`config.mk`:
```
export PLATFORM = sky130hd
export DESIGN_NAME = cms_counter
export DESIGN_NICKNAME = d
export VERILOG_FILES = /design/src/shared/cms_pkg.sv /design/src/hdl/cms_counter.sv
export SDC_FILE = /design/constraint.sdc
export NUM_CORES = 1
export LEC_CHECK = 0
export ABC_CLOCK_PERIOD_IN_PS = 2500
export BUFFER_PORTS_ARGS = -buffer_cell sky130_fd_sc_hd__clkbuf_2
export CAP_MARGIN = 25
export CELL_PAD_IN_SITES_DETAIL_PLACEMENT = 1
export CELL_PAD_IN_SITES_GLOBAL_PLACEMENT = 1
export CORE_MARGIN = 2
export CORE_UTILIZATION = 42
export DETAILED_ROUTE_END_ITERATION = 12
export HOLD_SLACK_MARGIN = 0.02
export PLACE_DENSITY = 0.79
export SYNTH_ARGS = -nofsm -noshare
export SYNTH_HDL_FRONTEND = slang
export SYNTH_SLANG_ARGS = --single-unit
```
`constraint.sdc`:
```
create_clock -name clk_in -period 2.5 [get_ports clk_in]
set_input_delay 0 -clock clk_in [delete_from_list [all_inputs] [get_ports clk_in]]
set_output_delay 0 -clock clk_in [all_outputs]
set_load 0.02 [all_outputs]
```
`src/shared/cms_pkg.sv`:
```
// shared constants, types and state layout for the counter mode sequencer
package cms_pkg;

    // ------------------------------------------------------------
    // counter geometry
    // ------------------------------------------------------------
    localparam int CMS_CNT_W = 16;                        // counter and reload width

    // ------------------------------------------------------------
    // register byte offsets (one aligned word each)
    // ------------------------------------------------------------
    localparam logic [7:0] CMS_OFF_MODE   = 8'h00;        // configuration, read/write
    localparam logic [7:0] CMS_OFF_LOAD   = 8'h04;        // primary reload, read/write
    localparam logic [7:0] CMS_OFF_HOLD   = 8'h08;        // alternate reload, read/write
    localparam logic [7:0] CMS_OFF_COUNT  = 8'h0C;        // live counter, read only
    localparam logic [7:0] CMS_OFF_CMD    = 8'h10;        // command strobes, write only
    localparam logic [7:0] CMS_OFF_STATUS = 8'h14;        // sequencer state, read only

    // ------------------------------------------------------------
    // mode register field positions
    // ------------------------------------------------------------
    localparam int CMS_MODE_GCF_LSB = 0;                  // gate_control_field [2:0]
    localparam int CMS_MODE_SG_BIT  = 3;                  // special_gate_bit
    localparam int CMS_MODE_RS_BIT  = 4;                  // reload_source_bit
    localparam int CMS_MODE_REP_BIT = 5;                  // repetition_bit
    localparam int CMS_MODE_TOG_BIT = 6;                  // terminal toggle output enable

    // command register bits
    localparam int CMS_CMD_ARM_BIT    = 0;
    localparam int CMS_CMD_DISARM_BIT = 1;
    localparam int CMS_CMD_LOAD_BIT   = 2;

    // gate control field encodings
    localparam logic [2:0] CMS_GCF_NONE  = 3'h0;          // gate does not gate counting
    localparam logic [2:0] CMS_GCF_LEVEL = 3'h5;          // active-high gate level
    localparam logic [2:0] CMS_GCF_EDGE  = 3'h6;          // rising gate edge

    // reset values
    localparam logic [15:0] CMS_RST_CNT  = 16'h0000;
    localparam logic [2:0]  CMS_RST_GCF  = 3'h0;
    localparam logic [31:0] CMS_RST_WORD = 32'h0000_0000;

    // ------------------------------------------------------------
    // ahb-lite transfer codes
    // ------------------------------------------------------------
    localparam logic [1:0] CMS_HTRANS_NONSEQ = 2'h2;
    localparam logic       CMS_HRESP_OKAY    = 1'b0;

    // ------------------------------------------------------------
    // decoded operating modes
    // ------------------------------------------------------------
    typedef enum logic [3:0] {
        CMS_M_IDLE = 4'b0000,   // unsupported combination, no counting
        CMS_M_D    = 4'b0001,   // free-running rate generator
        CMS_M_E    = 4'b0010,   // level-gated rate generator
        CMS_M_F    = 4'b0011,   // non-retriggerable one-shot
        CMS_M_G    = 4'b0100,   // software-triggered delayed pulse
        CMS_M_H    = 4'b0101,   // gated delayed pulse
        CMS_M_I    = 4'b0110,   // hardware-triggered delayed pulse strobe
        CMS_M_J    = 4'b0111,   // variable duty cycle, ungated
        CMS_M_K    = 4'b1000,   // variable duty cycle, level gated
        CMS_M_L    = 4'b1001,   // hardware-triggered delayed pulse one-shot
        CMS_M_N    = 4'b1010    // retriggerable level-gated strobe
    } cms_mode_e;

    // ahb-lite request side bundled together
    typedef struct packed {
        logic        hsel;
        logic [7:0]  haddr;
        logic [1:0]  htrans;
        logic        hwrite;
        logic [2:0]  hsize;
        logic [31:0] hwdata;
        logic        hready;
    } cms_ahb_req_s;

    // whole state of the sequencer
    typedef struct packed {
        logic [15:0] count;        // live down counter
        logic [15:0] load;         // primary reload
        logic [15:0] hold;         // alternate reload
        logic [2:0]  gcf;          // gate control field
        logic        sg;           // special gate
        logic        rs;           // reload source
        logic        rep;          // repetition
        logic        tog_en;       // terminal toggle output selected
        logic        armed;
        logic        running;      // triggered by a gate edge
        logic        in_tc;        // terminal count interval
        logic        alt_next;     // next reload comes from hold
        logic        tog;          // toggle flip-flop
        logic        retrig_pend;  // next qualified edge loads instead of counts
        logic        stop_pend;    // stop once terminal count ends
        logic        disarm_pend;  // disarm once terminal count ends
        logic        src_prev;
        logic        gate_prev;
        logic        ph_valid;     // data phase pending
        logic        ph_write;
        logic [7:0]  ph_addr;
        logic [31:0] rdata;
    } cms_state_s;

endpackage

```
`src/hdl/cms_counter.sv`:
```
// counter mode sequencer for one 16-bit counter with an ahb-lite register slave
//
// Behaviour
// - mode from gate field plus three bits
// - terminal count reloads at its start
// - terminal count always counts next source edge
// - free-running rate mode ignores gate, repeats
// - free-running reload always from primary
// - level-gated rate counts only gate active
// - toggle output flips on each terminal count
// - one-shot starts on gate edge, stays armed
// - one-shot ignores gate until terminal count
// - delayed pulse: alternate, primary, then disarm
// - initial count delays, alternate sets width
// - gated delayed pulse counts while gate active
// - strobe starts on source edge after trigger
// - strobe disarms after second; rearm needed
// - gate edge while disarmed is discarded
// - duty cycle alternates alternate then primary
// - primary and alternate set low, high
// - gated duty cycle restarts alternation on arm
// - hardware one-shot: gate edge starts, alternation
// - strobe counts gate active, disarms at terminal
// - gate edge copies count to alternate register
// - retrigger: load first edge, count second
// - qualified edge is rising with gate active
//
// Added by the designer: the AHB-Lite interface to the registers and the placing of the registers.
`timescale 1ns/1ps

module cms_counter
    import cms_pkg::*;
(
    input  wire logic                clk_in,          // 10 mhz system clock
    input  wire logic                reset_n_in,      // synchronous, active low
    input  wire logic                ce_in,           // freezes all state when low
    input  wire cms_pkg::cms_ahb_req_s ahb_in,        // ahb-lite request bundle
    output logic [31:0]              hrdata_out,      // read data, from flop
    output logic                     hreadyout_out,   // low while frozen
    output logic                     hresp_out,       // always okay
    input  wire logic                source_in,       // count source, rising active
    input  wire logic                gate_in,         // gate, high active
    output logic                     terminal_count_out,       // high during tc
    output logic                     terminal_toggle_output_out // toggle flip-flop
);
    import cms_pkg::*;

    // ------------------------------------------------------------
    // state registers and next values
    // ------------------------------------------------------------
    cms_state_s s_q;              // registered state
    cms_state_s s_d;              // next state
    cms_mode_e  mode;             // decoded operating mode

    // ------------------------------------------------------------
    // mode decode
    // ------------------------------------------------------------
    // unsupported combinations fall to idle so the counter simply parks
    function automatic cms_mode_e decode_mode(input logic [2:0] g, input logic sg,
                                              input logic rs, input logic rep);
        cms_mode_e m;
        m = CMS_M_IDLE;
        case ({sg, rs, rep})
            3'b001: begin
                if (g == CMS_GCF_NONE) m = CMS_M_D;
                else if (g == CMS_GCF_LEVEL) m = CMS_M_E;
                else if (g == CMS_GCF_EDGE) m = CMS_M_F;
            end
            3'b010: begin
                if (g == CMS_GCF_NONE) m = CMS_M_G;
                else if (g == CMS_GCF_LEVEL) m = CMS_M_H;
                else if (g == CMS_GCF_EDGE) m = CMS_M_I;
            end
            3'b011: begin
                if (g == CMS_GCF_NONE) m = CMS_M_J;
                else if (g == CMS_GCF_LEVEL) m = CMS_M_K;
                else if (g == CMS_GCF_EDGE) m = CMS_M_L;
            end
            3'b100: begin
                if (g == CMS_GCF_LEVEL) m = CMS_M_N;
            end
            default: m = CMS_M_IDLE;
        endcase
        return m;
    endfunction

    assign mode = decode_mode(s_q.gcf, s_q.sg, s_q.rs, s_q.rep);

    // ------------------------------------------------------------
    // combinational helpers
    // ------------------------------------------------------------
    logic src_edge;               // rising source edge this cycle
    logic gate_edge;              // rising gate edge this cycle
    logic edge_mode;              // started by a gate edge
    logic level_mode;             // counts only while gate high
    logic count_ok;               // source edge that the counter takes
    logic tc_hit;                 // this counted edge enters terminal count
    logic addr_take;              // ahb address phase accepted
    logic wr_cmd;                 // command register written
    logic wr_hold;                // hold register written by software
    logic [31:0] wdata;           // write data of the data phase

    assign src_edge   = source_in & ~s_q.src_prev;
    assign gate_edge  = gate_in & ~s_q.gate_prev;
    assign edge_mode  = (mode == CMS_M_F) | (mode == CMS_M_I) | (mode == CMS_M_L);
    assign level_mode = (mode == CMS_M_E) | (mode == CMS_M_H) | (mode == CMS_M_K) |
                        (mode == CMS_M_N);
    assign addr_take  = ahb_in.hsel & ahb_in.hready & ahb_in.htrans[1];
    assign wdata      = ahb_in.hwdata;
    assign wr_cmd     = s_q.ph_valid & s_q.ph_write & (s_q.ph_addr == CMS_OFF_CMD);
    assign wr_hold    = s_q.ph_valid & s_q.ph_write & (s_q.ph_addr == CMS_OFF_HOLD);

    // decide whether this source edge is counted
    always_comb begin
        count_ok = 1'b0;
        if (src_edge) begin
            if (s_q.in_tc) begin
                count_ok = 1'b1;
            end else if (s_q.armed && mode != CMS_M_IDLE) begin
                if (edge_mode) begin
                    count_ok = s_q.running;
                end else if (level_mode) begin
                    count_ok = gate_in;
                end else begin
                    count_ok = 1'b1;
                end
            end
        end
    end

    // tc when the count would reach zero, unless a retrigger load swallows the edge
    assign tc_hit = count_ok & ~s_q.retrig_pend & (s_q.count == 16'h0001);

    // ------------------------------------------------------------
    // next state
    // ------------------------------------------------------------
    always_comb begin
        s_d = s_q;
        if (ce_in) begin
            s_d.src_prev  = source_in;
            s_d.gate_prev = gate_in;

            // gate edge triggers the edge-started modes
            if (gate_edge && edge_mode && s_q.armed && !s_q.running) begin
                s_d.running = 1'b1;
            end
            // a gate edge to a disarmed counter changes nothing

            // counted source edge
            if (count_ok) begin
                if (s_q.in_tc) begin
                    // pending stop or disarm takes effect as tc ends
                    if (s_q.stop_pend) begin
                        s_d.running = 1'b0;
                    end
                    if (s_q.disarm_pend) begin
                        s_d.armed   = 1'b0;
                        s_d.running = 1'b0;
                    end
                    s_d.stop_pend   = 1'b0;
                    s_d.disarm_pend = 1'b0;
                end
                if (s_q.retrig_pend) begin
                    s_d.count       = s_q.load;
                    s_d.retrig_pend = 1'b0;
                    s_d.in_tc       = 1'b0;
                end else if (tc_hit) begin
                    s_d.in_tc = 1'b1;
                    if (s_q.tog_en) begin
                        s_d.tog = ~s_q.tog;
                    end
                    if (s_q.rs && s_q.alt_next) begin
                        s_d.count    = s_q.hold;
                        s_d.alt_next = 1'b0;
                    end else begin
                        s_d.count    = s_q.load;
                        s_d.alt_next = 1'b1;
                    end
                    case (mode)
                        CMS_M_F: s_d.stop_pend = 1'b1;
                        CMS_M_G, CMS_M_H: begin
                            s_d.disarm_pend = ~s_q.alt_next;
                        end
                        CMS_M_I: begin
                            s_d.disarm_pend = ~s_q.alt_next;
                        end
                        CMS_M_L: s_d.stop_pend = ~s_q.alt_next;
                        CMS_M_N: s_d.disarm_pend = 1'b1;
                        default: s_d.stop_pend = 1'b0;             // repeating modes
                    endcase
                end else begin
                    s_d.count = s_q.count - 16'h0001;
                    s_d.in_tc = 1'b0;
                end
            end

            // ahb data phase: writes land here, one cycle after the address
            if (s_q.ph_valid && s_q.ph_write) begin
                case (s_q.ph_addr)
                    CMS_OFF_MODE: begin
                        s_d.gcf    = wdata[CMS_MODE_GCF_LSB +: 3];
                        s_d.sg     = wdata[CMS_MODE_SG_BIT];
                        s_d.rs     = wdata[CMS_MODE_RS_BIT];
                        s_d.rep    = wdata[CMS_MODE_REP_BIT];
                        s_d.tog_en = wdata[CMS_MODE_TOG_BIT];
                    end
                    CMS_OFF_LOAD: s_d.load = wdata[15:0];
                    CMS_OFF_HOLD: s_d.hold = wdata[15:0];
                    default: s_d.ph_addr = s_q.ph_addr;            // command, read-only or unmapped
                endcase
            end

            // commands: software beats a same-cycle count on the counter
            if (wr_cmd) begin
                if (wdata[CMS_CMD_LOAD_BIT]) begin
                    s_d.count       = s_q.load;
                    s_d.retrig_pend = 1'b0;
                end
                if (wdata[CMS_CMD_ARM_BIT]) begin
                    s_d.armed    = 1'b1;
                    s_d.alt_next = 1'b1;
                    if (!s_q.armed) begin
                        s_d.running = 1'b0;
                    end
                end
                if (wdata[CMS_CMD_DISARM_BIT]) begin
                    if (s_q.in_tc && !count_ok) begin
                        s_d.disarm_pend = 1'b1;
                    end else begin
                        s_d.armed   = 1'b0;
                        s_d.running = 1'b0;
                    end
                end
            end

            // retrigger in the strobe mode, placed last so that a same-cycle
            // counted edge or load command cannot swallow the new request
            if (gate_edge && mode == CMS_M_N && s_q.armed) begin
                s_d.hold        = s_q.count;
                s_d.retrig_pend = 1'b1;
            end

            // ahb address phase and registered read data
            s_d.ph_valid = addr_take;
            s_d.ph_write = ahb_in.hwrite;
            s_d.ph_addr  = ahb_in.haddr;
            if (addr_take && !ahb_in.hwrite) begin
                case (ahb_in.haddr)
                    CMS_OFF_MODE:   s_d.rdata = {25'h0000000, s_q.tog_en, s_q.rep,
                                                 s_q.rs, s_q.sg, s_q.gcf};
                    CMS_OFF_LOAD:   s_d.rdata = {16'h0000, s_q.load};
                    CMS_OFF_HOLD:   s_d.rdata = {16'h0000, s_q.hold};
                    CMS_OFF_COUNT:  s_d.rdata = {16'h0000, s_q.count};
                    CMS_OFF_STATUS: s_d.rdata = {24'h000000, s_q.retrig_pend,
                                                 s_q.alt_next, s_q.tog, s_q.in_tc,
                                                 s_q.running, s_q.armed, 2'h0} >> 2;
                    default:        s_d.rdata = CMS_RST_WORD;      // unmapped reads zero
                endcase
            end
        end
    end

    // ------------------------------------------------------------
    // state register
    // ------------------------------------------------------------
    // synchronous reset loads constants only
    always_ff @(posedge clk_in) begin
        if (!reset_n_in) begin
            s_q <= '0;
            s_q.alt_next <= 1'b1;
        end else begin
            s_q <= s_d;
        end
    end

    // ------------------------------------------------------------
    // outputs
    // ------------------------------------------------------------
    assign hrdata_out                 = s_q.rdata;
    assign hreadyout_out              = ce_in;    // a frozen slave must stall the bus
    assign hresp_out                  = CMS_HRESP_OKAY;
    assign terminal_count_out         = s_q.in_tc;
    assign terminal_toggle_output_out = s_q.tog;

    logic quiet;                  // no software write to the counter this cycle
    assign quiet = ~wr_cmd & ~(s_q.ph_valid & s_q.ph_write);
endmodule

```
Yosys cells after proc, flatten, opt, wreduce, memory -nomap -nowiden

Cells that the tools add are included.

Bits in registers: 107
Bits of input ports: 53
Output and inout bits: 36
Logic and storage cells: 146

$add $sub $neg: 1
Equality and inequality tests: 22
Multiplexer cells: 56
Bitwise gates (word level): 18
Reductions and logical operators: 27

Operator list:

| kind                  | count |
|---|---|
| $mux 16               | 8 |
| $pmux 16 s5           | 1 |
| $mux 2                | 14 |
| $eq 8x4->1 const B    | 3 |
| $mux 23               | 1 |
| $mux 1                | 20 |
| $eq 16x1->1 const B   | 1 |
| $eq 8x3->1 const B    | 2 |
| $eq 8x5->1 const B    | 2 |
| $logic_not 8->1       | 2 |
| $mux 4                | 4 |
| $pmux 4 s4            | 1 |
| $sub 16x1->16 const B | 1 |
| $eq 4x3->1 const B    | 3 |
| $eq 4x4->1 const B    | 3 |
| $logic_and 1x1->1     | 10 |
| $eq 3x3->1 const B    | 3 |
| $mux 3                | 3 |
| $reduce_and 3->1      | 3 |
| $and 1x1->1           | 8 |
| $eq 4x2->1 const B    | 2 |
| $mux 8                | 1 |
| $mux 7                | 1 |
| $eq 3x2->1 const B    | 2 |
| 13 further kinds      | 25 |

Depth between registers and ports, before layout

Depth in word-level cells: 24
Depth in mapped cells: 9

Worst setup path after synthesis

OpenSTA, ideal clock, no wires.

Path type: register to register
From: reg s_q[53] in the netlist's numbering
To: reg s_q[105] in the netlist's numbering
Setup time: 0.118 ns
Arrival time: 2.068 ns
Required time: 2.382 ns
Slack: 0.314 ns
Cell stages (with the launch flop): 9
Path buffers: 2
Clock period less this slack: 2.186 ns
Cells stage by stage: dfxtp_1 > buf_2 > or3b_4 > a2111o_1 > o2111ai_2 > a211oi_2 > buf_6 > or3_1 > o2bb2ai_1

Cells in the longest elaborated chain, start to end: 18
Elaborated cells between the ends (all ways): 31

RTL lines:

| element                                         | line               | source |
|---|---|---|
| from (decl)                                     | cms_counter.sv:51  | `cms_state_s s_q;` |
| $eq 3x3->1, or another cell as far along        | cms_counter.sv:63  | `case ({sg, rs, rep})` |
| $pmux 4 s4 *                                    | cms_counter.sv:63  |  |
| $eq 4x2->1 / $eq 4x3->1 (equally long branches) | cms_counter.sv:106 | `assign level_mode = (mode == CMS_M_E) \| (mode == CMS_M_H) \| (mode == CMS_M_K) \|` |
| $or 1x1->1 (3 in series)                        | cms_counter.sv:106 |  |
| $mux 1                                          | cms_counter.sv:122 | `end else if (level_mode) begin` |
| $mux 1                                          | cms_counter.sv:120 | `if (edge_mode) begin` |
| $mux 1 *                                        | cms_counter.sv:119 | `end else if (s_q.armed && mode != CMS_M_IDLE) begin` |
| $mux 1 *                                        | cms_counter.sv:117 | `if (s_q.in_tc) begin` |
| $mux 1 *                                        | cms_counter.sv:116 | `if (src_edge) begin` |
| $and 1x1->1 (2 in series)                       | cms_counter.sv:132 | `assign tc_hit = count_ok & ~s_q.retrig_pend & (s_q.count == 16'h0001);` |
| $mux 16                                         | cms_counter.sv:167 | `end else if (tc_hit) begin` |
| $mux 16                                         | cms_counter.sv:163 | `if (s_q.retrig_pend) begin` |
| $mux 16 *                                       | cms_counter.sv:150 | `if (count_ok) begin` |
| $mux 16                                         | cms_counter.sv:215 | `if (wdata[CMS_CMD_LOAD_BIT]) begin` |
| $mux 16 *                                       | cms_counter.sv:214 | `if (wr_cmd) begin` |

Mark *: on every way between the ends. The rest lies on a longest branch, timed or not.
A chain may end at the register's enable or synchronous reset.

Worst setup path in the final report

From: in ahb_in[44] in the netlist's numbering
To: reg s_q (netlist bit hrdata_out[13])

Cells in the longest elaborated chain, start to end: 2
Elaborated cells between the ends (all ways): 6

RTL lines:

| element                                  | line               | source |
|---|---|---|
| from (decl)                              | cms_counter.sv:37  | `input wire cms_pkg::cms_ahb_req_s ahb_in,` |
| $eq 8x5->1, or another cell as far along | cms_counter.sv:248 | `case (ahb_in.haddr)` |
| $pmux 16 s5 *                            | cms_counter.sv:248 |  |

Marked as above.

==> flow_metrics.py <==
metrics = {
    "status": {
        "status": "finished clean",
    },
    "worst_setup_path": {
        "arrival_ns": 2.63,
        "setup.worst_path.end_class": "flip-flop",
        "cp-start-kind": "primary input",
        "reg2reg_to": "s_q[92]$_SDFFE_PN0P_",
        "cp_max_fo": 10,
        "r2r_setup_slack_ns": 0.19,
        "crit_start": "ahb_in[44]",
        "crit_type": "in2reg",
        "cpPeakStageDelay_ns": 0.61,
        "path_delay_family": "simple AND/OR/NAND/NOR gates",
        "crit_path_cell_trace": "dlygate4sd3_1 -> clkbuf_2 -> or4_1 -> or3_1 -> nor3_4 -> buf_12 -> a22oi_1 -> a2bb2oi_1 -> nor2_1",
        "r2r-start": "s_q[54]$_SDFFE_PN0P_",
        "worst_path_max_delay_cell": "or4_1",
        "ff2ff_path_depth": 7,
        "cp.required_ns": 2.80,
        "cp_num_buf_inv": 3,
    },
    "clock_tree": {
        "clk_latency_ns": 0.36,
        "clockRootBuffer": "clkbuf_16",
        "cts_tree": "done",
        "cts.sinks": 91,
        "htree_levels": 3,
        "clockBufferDepth": 2,
        "clk_pin_slew_ns": 0.07,
        "cts_made_buffers": 9,
    },
    "min_path": {
        "min-delay-start": "ahb_in[0]",
        "hold_depth": 4,
        "holdPathEnd": "s_q[41]$_SDFFE_PN0P_",
        "hp-class": "in2reg",
    },
    "routing": {
        "firstDrtPassIters": 4,
        "routed_wl_um": 18500,
        "drt_iter0_drc": 469,
        "vias_per_cell": 6.00,
        "vias": 5435,
        "ant_nets": 0,
        "drc": 0,
        "wire_per_inst_um": 20.4,
    },
    "power": {
        "switching_share_pct": 24.6,
        "ir_drop_mv": 0.314,
        "p_sw_uw": 790,
        "combPwrFrac_pct": 9.3,
        "p_seq_share_pct": 46.2,
        "p_clk_share_pct": 44.5,
        "p_int_mw": 2.42,
        "powerDensity_nw_per_um2": 512,
        "leakage_nw": 2.41,
    },
    "global_route": {
        "grtUsageTotal_pct": 26.9,
        "antenna_found_initial": 0,
        "grt_pass1_vias": 5528,
        "overflow": 0,
        "grt_pass1_wl_um": 29700,
        "grt_start_max_net_pins": 46,
    },
    "sta": {
        "final_max_slew_viol_count": 0,
        "post-route-period-util_pct": 93.3,
        "tightest_slew_ns": 0.772,
        "slew_headroom_pct": 48.4,
        "min_period_ns": 2.33,
        "fin_setup_tns_ns": 0,
        "setup_violations": 0,
        "finalHoldViolations": 0,
        "fmax_mhz": 429,
        "rsz0062_at_grt": "false",
        "skew_ns": 0.00719,
    },
    "synth": {
        "synth_area_um2": 5410,
        "ys_ff_latch": 91,
        "syn_inst": 687,
        "synth.distinct_cells": 69,
        "synth_edf_count": 0,
        "yosys-top-cells-area": "dfxtp_1 34%, nor2_1 6.5%, mux2i_1 6.1%, a21oi_1 5.3%, nand2_1 5.0%",
        "async_flop_share_pct": 0,
        "synth-main-ff-cell": "dfxtp_1",
        "seq_area_frac_synth_pct": 33.7,
        "synth_largest_area_cell": "dfxtp_1",
        "avgSynthCellArea_um2": 7.88,
        "netlist.area_leader.share_pct": 33.7,
        "yosys_warnings": 0,
    },
    "die": {
        "die_x_um": 118,
        "start_util_pct": 42.9,
        "core_region_area_um2": 12600,
        "dieArea_um2": 13800,
        "fp.dieH_um": 118,
        "ioPinCount": 89,
        "num_rows": 41,
    },
    "place": {
        "port-buffer-count": 51,
        "place_area_um2": 5690,
        "place_congestion": 0.954,
        "place_hpwl_um": 13000,
    },
    "finish": {
        "layout-drive-gt1-share_pct": 16.5,
        "post-route-util_pct": 49.7,
        "fin_area_um2": 6270,
        "final_cell_mix": "93 x nor2_1, 91 x dfxtp_1, 72 x nand2_1",
        "layout.nets": 784,
        "syn_to_final_growth_pct": 15.8,
        "diodes": 0,
        "layout_commonest_cell": "nor2_1",
    },
    "job": {
        "cap_violations": 0,
    },
}
[synthesized netlist by cell type, types with 5 or more instances]
cell type / instances
a22oi_1: 20
dfxtp_1: 91
inv_1: 7
nand2_1: 72
and2_1: 6
a211oi_1: 17
o22ai_1: 8
mux2i_1: 33
o311a_1: 5
buf_1: 5
clkbuf_1: 41
nor4_1: 6
a221oi_1: 8
xnor2_1: 8
a2bb2oi_1: 9
or4_1: 5
o221a_2: 6
nor2_1: 93
a31oi_1: 6
nand3b_1: 5
a21oi_1: 57
nand2b_1: 5
nor3_1: 9
or3_1: 15
o21ai_0: 25
buf_2: 5
buf_4: 34
xor2_1: 5
nand3_1: 9
mux2_2: 7
[tightest hold or removal path: cells and delay by family]
| kind | cells | cell delay (ns) |
|---|---|---|
| and+or+nand+nor | 2 | 0.26 |
| muxes | 1 | 0.10 |
| buffers and inverters | 1 | 0.08 |
[per-stage QoR]
step	power (mW)	std cells	hold slack [ns]	setup WS [ns]
global placement	1.77	865	0.246	0.239
floorplan	1.71	703	0.113	0.314
global route	3.31	906	0.159	0.0192
detailed placement	1.78	865	0.252	0.203
finish	3.21	906	0.120	0.168
CTS	3.21	905	0.107	0.00151
[sequential cells by signal, summed over array words and instances (netlist names)]
signal                      count
hrdata_out                     16
s_q                            73
terminal_toggle_output_out      1
terminal_count_out              1
[routing by layer]
| metal | routed length [µm] | vias to the layer above | track usage [%] |
|---|---|---|---|
| met5 | 0 | - | 0 |
| li1 | - | 2517 | - |
| met3 | 1110 | 46 | 5.23 |
| met2 | 8570 | 199 | 43.1 |
| met4 | 572 | 0 | 13.0 |
| met1 | 8210 | 2673 | 34.9 |
[repair_timing]
item	4_1_cts	5_1_grt
hold endpoints to repair	29	0
hold buffers	24	0
setup buffers	0	1
gates resized for setup	0	2
endpoints found under the setup margin	0	12
[logic make-up (layout without fill, tap and decap cells)]
kind of cell    count (synthesis)  after routing  synth area share (%)
compound gates                195            195                  24.8
xor+xnor                       13             13                  2.10
fa+ha+maj                       2              2                 0.462
buf+inv                        97            128                  9.48
flops                          91             91                  33.7
mux                            40             40                  7.56
other cells                     1             17                0.0693
simple gates                  248            248                  21.9
[power groups by stage]
stage	registers [mW]	clock network, mW	logic, mW
finish	1.48	1.43	0.299
global route	1.48	1.50	0.324
floorplan	1.50	0	0.204
global placement	1.51	0	0.255
detailed placement	1.51	0	0.263
CTS	1.48	1.44	0.295
[how the worst max path moves through the flow]
stage / endpoint / cells after the start
2_1_floorplan: s_q[105]$_SDFFE_PN0P_ / 8
3_3_place_gp: s_q[97]$_SDFFE_PN0P_ / 8
3_5_place_dp: s_q[92]$_SDFFE_PN0P_ / 7
4_1_cts: hrdata_out[10]$_SDFFE_PN0P_ / 8
5_1_grt: s_q[92]$_SDFFE_PN0P_ / 7
6_report: hrdata_out[13]$_SDFFE_PN0P_ / 9
[final cells by class]
type | instances | area (µm²)
Clock buffer | 13 | 260
Clock inverter | 3 | 46.3
Fill cell | 1592 | 6350
Inverter | 10 | 37.5
Multi-Input combinational cell | 515 | 3150
Sequential cell | 91 | 1820
Tap cell | 172 | 215
Timing Repair Buffer | 102 | 736
No activity file was read; power rests on OpenSTA's default activity.
